==> config.mk <==
export PLATFORM = sky130hd
export DESIGN_NAME = flc_top
export DESIGN_NICKNAME = d
export VERILOG_FILES = /design/src/flc_pkg.sv /design/src/flc_top.sv
export SDC_FILE = /design/constraint.sdc
export NUM_CORES = 1
export LEC_CHECK = 0
export BUFFER_PORTS_ARGS = -buffer_cell sky130_fd_sc_hd__buf_2
export CAP_MARGIN = 20
export CORE_UTILIZATION = 62
export CTS_BUF_LIST = sky130_fd_sc_hd__clkbuf_8
export DETAILED_ROUTE_END_ITERATION = 8
export PLACE_DENSITY = 0.91
export REMOVE_ABC_BUFFERS = 1
export SYNTH_ARGS = -nofsm -noshare
export SYNTH_HDL_FRONTEND = slang
export SYNTH_SLANG_ARGS = --single-unit
==> constraint.sdc <==
create_clock -name clk -period 5.6 [get_ports clk]
set_input_delay 0.28 -clock clk [delete_from_list [all_inputs] [get_ports clk]]
set_output_delay 0.28 -clock clk [all_outputs]
set_load 0.1 [all_outputs]
==> src/flc_pkg.sv <==
// Shared constants and types for the flash LED control block
package flc_pkg;
  // ************************************************************
  // Timing
  // ************************************************************
  localparam int unsigned CLK_MHZ       = 125;    // System clock rate
  localparam int unsigned T_START_US    = 500;    // Serial logic startup
  localparam int unsigned T_RAMP_US     = 1400;   // Current ramp-up time
  localparam int unsigned T_SAMPLE_US   = 2000;   // Sample delay after ramp
  localparam int unsigned START_CYC_DEF = T_START_US * CLK_MHZ;
  localparam int unsigned RAMP_CYC_DEF  = T_RAMP_US * CLK_MHZ;
  localparam int unsigned SAMP_CYC_DEF  = T_SAMPLE_US * CLK_MHZ;
  // ************************************************************
  // Serial target address and register offsets
  // ************************************************************
  localparam logic [6:0] DEV_ADDR     = 7'h30;   // 0110000
  localparam logic [7:0] OFS_FLASH    = 8'h01;   // Flash current code
  localparam logic [7:0] OFS_ASSIST   = 8'h02;   // Assist level select
  localparam logic [7:0] OFS_PINCFG   = 8'h03;   // Pin permissions
  localparam logic [7:0] OFS_EVENT    = 8'h07;   // Event mode
  localparam logic [7:0] OFS_MEASURE  = 8'h09;   // measure_control
  localparam logic [7:0] OFS_VIN_RES  = 8'h0a;   // input_voltage_result
  localparam logic [7:0] OFS_VLED_RES = 8'h0b;   // led_voltage_result
  // ************************************************************
  // Field positions
  // ************************************************************
  localparam int BIT_VIN_EN   = 0;               // input_volt_measure_en
  localparam int BIT_VLED_EN  = 1;               // led_volt_measure_en
  localparam int BIT_LATE_SEL = 2;               // sample_after_ramp_sel
  localparam int BIT_TORCH    = 0;               // Torch pin allowed
  localparam int BIT_STRB     = 1;               // Strobe pin allowed
  // ************************************************************
  // Reset values
  // ************************************************************
  localparam logic [3:0] FLASH_RST   = 4'h9;     // 480+9*30 = 750 mA
  localparam logic       ASSIST_RST  = 1'b0;     // 60 mA
  localparam logic [1:0] PINCFG_RST  = 2'h1;     // Torch yes, strobe no
  localparam logic [1:0] EVENT_RST   = 2'h0;     // No event
  localparam logic [2:0] MEASURE_RST = 3'h0;     // Measurements off
  localparam logic [7:0] RESULT_RST  = 8'h00;    // Empty result
  // ************************************************************
  // Types
  // ************************************************************
  typedef enum logic [1:0] {FLC_OFF, FLC_ASSIST, FLC_FLASH} flc_mode_t;
  typedef struct packed {
    logic enable;                                // Standby when high
    logic torch;                                 // Continuous light request
    logic strobe;                                // Flash trigger, level
    logic scl;                                   // Serial clock
    logic sda;                                   // Serial data in
  } flc_pins_t;
  // Pins at rest: bus lines released high, controls low
  localparam flc_pins_t PINS_RST = 5'h03;
endpackage : flc_pkg

==> src/flc_top.sv <==
// Flash LED control: serial target, mode control, converter readout
//
// Functional notes
// - Flash current 480..930 mA, 30 mA steps, 750 default
// - Assist current 60 or 90 mA, 60 default
// - 8-bit converter measures supply and LED voltage
// - Input voltage result when its enable set
// - Sample timing select: before event, or 2ms after ramp done
// - LED voltage result when its enable set
// - LED voltage sampled 2ms after ramp done
// - Enable low shutdown, enable high standby
// - Shutdown blocks control except continuous-light pin
// - Standby accepts serial and permitted pin control
// - Target address 0110000, ack every byte
`timescale 1ns/1ps
module flc_top #(
  parameter int unsigned START_CYC = flc_pkg::START_CYC_DEF, // Startup
  parameter int unsigned RAMP_CYC  = flc_pkg::RAMP_CYC_DEF,  // Ramp time
  parameter int unsigned SAMP_CYC  = flc_pkg::SAMP_CYC_DEF   // Sample wait
) (
  input  wire logic              clk,          // 125 MHz clock
  input  wire logic              reset,        // Async reset, high
  input  wire flc_pkg::flc_pins_t pins,        // Raw control pins
  input  wire logic [7:0]        adc_vin,      // Converter: supply code
  input  wire logic [7:0]        adc_vled,     // Converter: LED code
  output logic                   sda_o,        // Data pin drive level
  output logic                   sda_oe,       // Data pin enable, high
  output flc_pkg::flc_mode_t     led_mode,     // Current source mode
  output logic [3:0]             flash_code,   // Flash current code
  output logic                   assist_hi,    // Assist 90 mA when high
  output logic                   standby,      // Standby state
  output logic [7:0]             vin_result,   // Supply result
  output logic [7:0]             vled_result   // LED voltage result
);
  import flc_pkg::*;

  // ************************************************************
  // Pin synchronisers
  // ************************************************************
  flc_pins_t s1_q, s2_q, s3_q;                  // Three-stage sync
  flc_pins_t f_q;                               // Accepted pin levels
  flc_pins_t f_d;                               // Next accepted levels
  // Accept a level only once stages two and three agree
  assign f_d = (s2_q & ~(s2_q ^ s3_q)) | (f_q & (s2_q ^ s3_q));

  // Chain runs every cycle
  always_ff @(posedge clk or posedge reset) begin
    if (reset) begin
      // Idle bus levels, so no false edge follows reset
      s1_q <= PINS_RST;
      s2_q <= PINS_RST;
      s3_q <= PINS_RST;
      f_q  <= PINS_RST;
    end else begin
      s1_q <= pins;
      s2_q <= s1_q;
      s3_q <= s2_q;
      f_q  <= f_d;
    end
  end

  logic scl_p_q, sda_p_q;                        // Previous bus levels
  always_ff @(posedge clk or posedge reset) begin
    if (reset) begin
      scl_p_q <= 1'b1;
      sda_p_q <= 1'b1;
    end else begin
      scl_p_q <= f_q.scl;
      sda_p_q <= f_q.sda;
    end
  end
  wire scl_rise = f_q.scl & ~scl_p_q;            // Clock rising edge
  wire scl_fall = ~f_q.scl & scl_p_q;            // Clock falling edge
  wire bus_start = f_q.scl & scl_p_q & sda_p_q & ~f_q.sda;
  wire bus_stop  = f_q.scl & scl_p_q & ~sda_p_q & f_q.sda;

  // ************************************************************
  // Standby and startup timer
  // ************************************************************
  // enable level selects mode
  wire stby = f_q.enable;
  logic [15:0] st_cnt_q;                         // Startup counter
  logic        ready_q;                          // Serial logic awake
  // serial logic ignores the bus while waking
  always_ff @(posedge clk or posedge reset) begin
    if (reset) begin
      st_cnt_q <= '0;
      ready_q  <= 1'b0;
    end else if (!stby) begin
      st_cnt_q <= '0;
      ready_q  <= 1'b0;
    end else if (!ready_q) begin
      st_cnt_q <= st_cnt_q + 16'h0001;
      ready_q  <= (st_cnt_q == 16'(START_CYC - 1));
    end
  end

  // ************************************************************
  // Registers
  // ************************************************************
  logic [3:0] flash_q;                           // Flash current code
  logic       assist_q;                          // Assist level
  logic [1:0] pincfg_q;                          // Pin permissions
  logic [1:0] event_q;                           // Serial event mode
  logic [2:0] meas_q;                            // measure_control
  logic [7:0] vin_q, vled_q;                     // Results
  logic       wr_q;                              // Write strobe
  logic [7:0] ptr_q, wdat_q;                     // Write address, data

  // Read mux, used for every transmitted byte
  function automatic logic [7:0] reg_read(input logic [7:0] a,
      input logic [3:0] fl, input logic as, input logic [1:0] pc,
      input logic [1:0] ev, input logic [2:0] ms, input logic [7:0] vi,
      input logic [7:0] vl);
    unique case (a)
      OFS_FLASH:    reg_read = {4'h0, fl};
      OFS_ASSIST:   reg_read = {7'h00, as};
      OFS_PINCFG:   reg_read = {6'h00, pc};
      OFS_EVENT:    reg_read = {6'h00, ev};
      OFS_MEASURE:  reg_read = {5'h00, ms};
      OFS_VIN_RES:  reg_read = vi;
      OFS_VLED_RES: reg_read = vl;
      default:      reg_read = 8'h00;            // Unmapped reads zero
    endcase
  endfunction : reg_read

  // shutdown reloads defaults; writes only in standby
  // flash code 0..15 spans 480..930 mA
  // one bit picks 60 or 90 mA
  always_ff @(posedge clk or posedge reset) begin
    if (reset) begin
      flash_q  <= FLASH_RST;
      assist_q <= ASSIST_RST;
      pincfg_q <= PINCFG_RST;
      event_q  <= EVENT_RST;
      meas_q   <= MEASURE_RST;
    end else if (!stby) begin
      // Shutdown reload kept apart from the async reset branch
      flash_q  <= FLASH_RST;
      assist_q <= ASSIST_RST;
      pincfg_q <= PINCFG_RST;
      event_q  <= EVENT_RST;
      meas_q   <= MEASURE_RST;
    end else if (wr_q) begin
      if (ptr_q == OFS_FLASH)   flash_q  <= wdat_q[3:0];
      if (ptr_q == OFS_ASSIST)  assist_q <= wdat_q[0];
      if (ptr_q == OFS_PINCFG)  pincfg_q <= wdat_q[1:0];
      if (ptr_q == OFS_EVENT)   event_q  <= wdat_q[1:0];
      if (ptr_q == OFS_MEASURE) meas_q   <= wdat_q[2:0];
    end
  end

  // ************************************************************
  // Serial target
  // ************************************************************
  typedef enum logic [2:0] {I_IDLE, I_ADDR, I_REG, I_DATA, I_ACK, I_TX,
                            I_RACK} flc_i2c_t;
  flc_i2c_t   ist_q, inxt_q;                     // State, after-ack state
  logic [7:0] sh_q;                              // Receive shift
  logic [7:0] tx_q;                              // Transmit shift
  logic [3:0] bc_q;                              // Bit count
  logic       oe_q;                              // Data pin enable
  wire  rx_st = (ist_q == I_ADDR) || (ist_q == I_REG) || (ist_q == I_DATA);
  wire  [7:0] rd_byte = reg_read(ptr_q, flash_q, assist_q, pincfg_q,
                                 event_q, meas_q, vin_q, vled_q);

  // Bus protocol walker; start and stop override all states
  always_ff @(posedge clk or posedge reset) begin
    if (reset) begin
      ist_q  <= I_IDLE;
      inxt_q <= I_IDLE;
      sh_q   <= '0;
      tx_q   <= '0;
      bc_q   <= '0;
      oe_q   <= 1'b0;
      wr_q   <= 1'b0;
      ptr_q  <= '0;
      wdat_q <= '0;
    end else begin
      wr_q <= 1'b0;
      if (!stby || !ready_q || bus_stop) begin
        ist_q <= I_IDLE;
        oe_q  <= 1'b0;
      end else if (bus_start) begin
        ist_q <= I_ADDR;
        bc_q  <= '0;
        oe_q  <= 1'b0;
      end else if (rx_st && scl_rise && bc_q != 4'h8) begin
        sh_q <= {sh_q[6:0], f_q.sda};
        bc_q <= bc_q + 4'h1;
      end else if (rx_st && scl_fall && bc_q == 4'h8) begin
        bc_q <= '0;
        // ack own address and every following byte
        if (ist_q == I_ADDR) begin
          oe_q   <= (sh_q[7:1] == DEV_ADDR);
          ist_q  <= (sh_q[7:1] == DEV_ADDR) ? I_ACK : I_IDLE;
          inxt_q <= sh_q[0] ? I_TX : I_REG;
        end else if (ist_q == I_REG) begin
          ptr_q  <= sh_q;
          oe_q   <= 1'b1;
          ist_q  <= I_ACK;
          inxt_q <= I_DATA;
        end else begin
          // third byte writes the selected register
          wdat_q <= sh_q;
          wr_q   <= 1'b1;
          oe_q   <= 1'b1;
          ist_q  <= I_ACK;
          inxt_q <= I_DATA;
        end
      end else if (ist_q == I_ACK && scl_fall) begin
        ist_q <= inxt_q;
        tx_q  <= rd_byte;
        oe_q  <= (inxt_q == I_TX) && !rd_byte[7];
      end else if (ist_q == I_TX && scl_fall) begin
        bc_q  <= bc_q + 4'h1;
        tx_q  <= {tx_q[6:0], 1'b0};
        oe_q  <= (bc_q != 4'h7) && !tx_q[6];
        ist_q <= (bc_q == 4'h7) ? I_RACK : I_TX;
      end else if (ist_q == I_RACK && scl_rise) begin
        bc_q   <= '0;
        ist_q  <= f_q.sda ? I_IDLE : I_ACK;
        inxt_q <= I_TX;
      end
    end
  end

  // ************************************************************
  // Event control and converter sampling
  // ************************************************************
  typedef enum logic [1:0] {E_OFF, E_RAMP, E_SETTLE, E_ON} flc_ev_t;
  flc_ev_t    ev_q;                              // Event state
  logic [19:0] ec_q;                             // Event timer
  // in shutdown only the torch pin starts light
  // standby: serial mode or permitted pins
  wire pin_torch = f_q.torch & (~stby | pincfg_q[BIT_TORCH]);
  wire pin_flash = stby & f_q.strobe & pincfg_q[BIT_STRB];
  wire want_fl   = (stby & (event_q == 2'h2)) | pin_flash;
  wire want_as   = (stby & (event_q == 2'h1)) | pin_torch;
  wire want      = want_fl | want_as;
  wire ramp_end  = (ev_q == E_RAMP) && (ec_q == 20'(RAMP_CYC - 1));
  wire samp_now  = (ev_q == E_SETTLE) && (ec_q == 20'(SAMP_CYC - 1));

  // Event sequencer; dropping the request ends the event at once
  always_ff @(posedge clk or posedge reset) begin
    if (reset) begin
      ev_q <= E_OFF;
      ec_q <= '0;
    end else if (!want) begin
      ev_q <= E_OFF;
      ec_q <= '0;
    end else begin
      ec_q <= (ramp_end || samp_now) ? 20'h0_0000 : ec_q + 20'h0_0001;
      unique case (ev_q)
        E_OFF: begin
          ev_q <= E_RAMP;
          ec_q <= '0;
        end
        E_RAMP:   if (ramp_end) ev_q <= E_SETTLE;
        E_SETTLE: if (samp_now) ev_q <= E_ON;
        E_ON:     ec_q <= '0;
      endcase
    end
  end

  // select bit picks event start or settle end
  wire samp_early = (ev_q == E_OFF) && want && !meas_q[BIT_LATE_SEL];
  wire samp_late  = samp_now && meas_q[BIT_LATE_SEL];

  // both 8-bit codes captured from the converter
  // results keep value until a new enabled sample
  always_ff @(posedge clk or posedge reset) begin
    if (reset) begin
      vin_q  <= RESULT_RST;
      vled_q <= RESULT_RST;
    end else begin
      // supply sample before or after ramp
      if (meas_q[BIT_VIN_EN] && (samp_early || samp_late))
        vin_q <= adc_vin;
      if (meas_q[BIT_VLED_EN] && samp_now)
        vled_q <= adc_vled;
    end
  end

  // ************************************************************
  // Registered outputs
  // ************************************************************
  always_ff @(posedge clk or posedge reset) begin
    if (reset) begin
      sda_o       <= 1'b0;
      sda_oe      <= 1'b0;
      led_mode    <= FLC_OFF;
      flash_code  <= FLASH_RST;
      assist_hi   <= ASSIST_RST;
      standby     <= 1'b0;
      vin_result  <= RESULT_RST;
      vled_result <= RESULT_RST;
    end else begin
      sda_o       <= 1'b0;
      sda_oe      <= oe_q;
      led_mode    <= !want ? FLC_OFF : (want_fl ? FLC_FLASH : FLC_ASSIST);
      flash_code  <= flash_q;
      // Shutdown torch always runs at the low assist level
      assist_hi   <= stby & assist_q;
      standby     <= stby;
      vin_result  <= vin_q;
      vled_result <= vled_q;
    end
  end

  // ************************************************************
  // Assertions
  // ************************************************************
  // shutdown defaults
  shut_dflt_a: assert property (@(posedge clk)
    disable iff (reset)
    !stby |=> flash_q == FLASH_RST && meas_q == MEASURE_RST)
    else $error("defaults not restored in shutdown");
  wake_quiet_a: assert property (@(posedge clk)
    disable iff (reset) !ready_q |=> !oe_q)
    else $error("bus driven before startup");
  addr_ack_a: assert property (@(posedge clk)
    disable iff (reset)
    ist_q == I_ADDR && scl_fall && bc_q == 4'h8 && sh_q[7:1] != DEV_ADDR
    |=> ist_q == I_IDLE && !oe_q) else $error("foreign address acked");
  // data byte writes the selected register
  wr_data_a: assert property (@(posedge clk)
    disable iff (reset)
    wr_q && stby && ptr_q == OFS_FLASH |=> flash_q == $past(wdat_q[3:0]))
    else $error("flash write lost");
  // LED sample taken at the settle end
  led_samp_a: assert property (@(posedge clk)
    disable iff (reset)
    samp_now && meas_q[BIT_VLED_EN] |=> vled_q == $past(adc_vled))
    else $error("LED sample missed");
  res_hold_a: assert property (@(posedge clk)
    disable iff (reset) !samp_now |=> $stable(vled_q))
    else $error("LED result changed");
  // early supply sample only with select low
  vin_early_a: assert property (@(posedge clk)
    disable iff (reset)
    ev_q == E_OFF && want && meas_q[BIT_VIN_EN] && !meas_q[BIT_LATE_SEL]
    |=> vin_q == $past(adc_vin)) else $error("early supply sample missed");
  // shutdown light only from torch pin
  shut_torch_a: assert property (@(posedge clk)
    disable iff (reset) !stby && !f_q.torch |=> led_mode == FLC_OFF)
    else $error("light in shutdown without torch");
  ramp_seq_a: assert property (@(posedge clk)
    disable iff (reset) ev_q == E_OFF && want |=> ev_q == E_RAMP)
    else $error("ramp skipped");
  cov_write_c: cover property (@(posedge clk) disable iff (reset) wr_q);
  cov_read_c:  cover property (@(posedge clk) disable iff (reset)
    ist_q == I_TX);
  cov_samp_c:  cover property (@(posedge clk) disable iff (reset)
    samp_now && meas_q[BIT_VLED_EN]);
endmodule : flc_top

==> results.json <==
{
  "dp_slack_ps": 3010,
  "antenna_found_initial": 0,
  "grt_util_met1_pct": 33.5,
  "fin_setup_tns_ps": 0,
  "cts_made_buffers": 17,
  "max-slew-margin-rel_pct": 30.7,
  "vias": 4697,
  "ctsResizeCount": 0,
  "rsz0062_at_grt": "no",
  "fin_crit_ps": 2420,
  "ys_warn_count": 0,
  "multiInputGateArea_sq_um": 2730,
  "cp_max_fo": 20,
  "use_met3_pct": 5.76,
  "clk-insertion-delay-late_ps": 460,
  "die_w_um": 106,
  "n_fill_cell": 676,
  "post_synth.cell_area_avg_sq_um": 11.9,
  "avgViaCountPerCell": 6.08,
  "start_kind": "flop",
  "drt_iter0_markers": 310,
  "synthCells": 566,
  "met2_usage_pct": 46.8,
  "cts_buffer_depth": 2,
  "cts_sinks": 153,
  "fin_cells": 772,
  "drive_above_1_share_pct": 25.0,
  "clk_pin_slew_ps": 90,
  "max_cap_violations": 0,
  "critPathArrivalTime_ps": 2750,
  "cts_tree": "built",
  "grt.total_usage_pct": 27.5,
  "finalHoldViolations": 0,
  "die_y_um": 106,
  "ys_ff_latch": 153,
  "start_util_pct": 64.6,
  "fp.coreArea_sq_um": 10400,
  "synth.cell_area_sq_um": 6730,
  "seq_area_sq_um": 3850,
  "root_buffer": "clkbuf_8",
  "hold_ws_ps": 46.5,
  "grt_max_degree": 85,
  "critical_path_required_ps": 5930,
  "detail_route.wl_per_cell_um": 18.4,
  "overflow": 0,
  "vdd_drop_max_mv": 0.187,
  "die-area_sq_um": 11300,
  "place_area_sq_um": 7060,
  "dp.cells": 733,
  "synth_ff_type": "dfrtp_1",
  "cp-end-kind": "flop",
  "h-tree-depth": 4,
  "num_io_pins": 49,
  "synth.distinct_cells": 74,
  "holdCritPathClass": "primary input to flop",
  "grt_busiest_layer": "met2",
  "drc": 0,
  "p_leak_nw": 3.21,
  "drt-total-wl_mm": 14.2,
  "cts_setup_buffers": 0,
  "worstMarginPinSlew_ps": 1030,
  "design_power_total_mw": 2.21,
  "fin_worst_skew_ps": 16.6,
  "grt_pass1_wl_mm": 23.7,
  "fin_crit_sh_pct": 43.2,
  "grt_pass1_vias": 4877,
  "layout_common_cells": "138 x dfrtp_1, 47 x buf_2, 44 x nand2_1",
  "finalWorstSetupSlack_ps": 3180,
  "power_density_nw_per_um2": 293,
  "async_flop_share_pct": 100,
  "diodes": 0,
  "synth_edf_count": 0,
  "finalSetupViolations": 0,
  "worst-setup-path-type": "flop to flop",
  "areaGrowthSynthToFinish_pct": 12.0,
  "status": "complete, no violations",
  "rows": 37,
  "synth_seq_area_share_pct": 57.2,
  "ant_nets": 0,
  "layout_commonest_cell": "dfrtp_1",
  "nNetsFinal": 653,
  "final_area_sq_um": 7540,
  "dp_hpwl_mm": 9.07,
  "final_core_util_pct": 72.4,
  "drtPass1Iterations": 6,
  "port-buffer-count": 47,
  "fmax_mhz": 413,
  "slew_violations": 0,
  "gp_congestion": 0.829
}
==> synthesized netlist by cell type (all sizes together), types with 7 or more instances <==
| library cell | instances | area, sq um |
|---|---|---|
| a21oi | 13 | 68.8 |
| nor2b | 17 | 106 |
| nand2b | 9 | 56.3 |
| dfstp | 15 | 394 |
| mux2 | 42 | 473 |
| nor3 | 12 | 60.1 |
| nand3 | 18 | 90.1 |
| and3 | 7 | 45.1 |
| inv | 17 | 63.8 |
| xor2 | 10 | 87.6 |
| mux2i | 19 | 190 |
| xnor2 | 22 | 193 |
| nand4 | 8 | 56.3 |
| ha | 7 | 87.6 |
| nor2 | 35 | 134 |
| clkbuf | 8 | 30.0 |
| and2 | 13 | 81.3 |
| buf | 10 | 63.8 |
| nand2 | 44 | 165 |
| dfrtp | 138 | 3450 |
| o21ai | 16 | 80.1 |
==> per-layer routing <==
metal	vias up	routed length, um
met3	45	770
met5	-	0
li1	2112	-
met4	0	469
met1	2338	5720
met2	202	7210
==> state kept, by name, summed over array words and instances (netlist names), 7 cells and up, named ones only <==
name         flops
vin_q            8
tx_q             7
ec_q            20
vled_result      8
ptr_q            8
st_cnt_q        16
vin_result       8
vled_q           8
sh_q             8
==> power by group <==
part,switching (mW),internal (mW)
clock network,0.443,0.373
registers,0.0303,1.14
logic,0.151,0.0657
==> cells by family (layout without fill, tap and decap cells) <==
kind of cell             after synthesis  after routing  synth area share (%)
AND/OR/NAND/NOR                      204            204                  17.5
flip-flops                           153            153                  57.2
AO/OA/AOI/OAI                         68             68                  6.90
multiplexers                          61             61                  9.85
buffers and inverters                 35            105                  2.34
XOR/XNOR                              32             32                  4.16
adder cells (fa/ha/maj)               12             12                  2.04
other                                  1              1                0.0557
==> path summary, 6_finish.rpt <==
kind / startpoint / endpoint / slack [ps] / depth (start not counted)
max: ev_q[1] / ec_q[13] / 3180 / 7
min: adc_vled[4] / vled_q[4] / 50 / 2
max reg2reg: ev_q[1] / ec_q[13] / 3180 / 7
min reg2reg: s1_q[3] / s2_q[3] / 350 / 0
max in group asynchronous: reset / st_cnt_q[4] / 3760 / 4
min in group asynchronous: reset / vin_result[5] / 510 / 3
==> timing repair <==
item	CTS	global route
endpoints found under the hold margin	85	0
hold buffers	6	0
endpoints found under the setup margin	0	0
==> layout make-up <==
class	instances	share of cell area [%]
Timing Repair Buffer	56	4.48
Multi-Input combinational cell	378	36.2
Clock inverter	14	1.86
Clock buffer	18	3.29
Sequential cell	153	51.0
Tap cell	136	2.26
Inverter	17	0.913
==> critical path, cell delays in order, from the launching register on <==
cell,delay (ps)
dfrtp_1,430
inv_1,100
ha_1,220
nand4bb_1,120
or3_1,410
or4_4,550
nand4_2,360
nor2_1,110
Note: power is estimated with default switching activity, not from simulation.
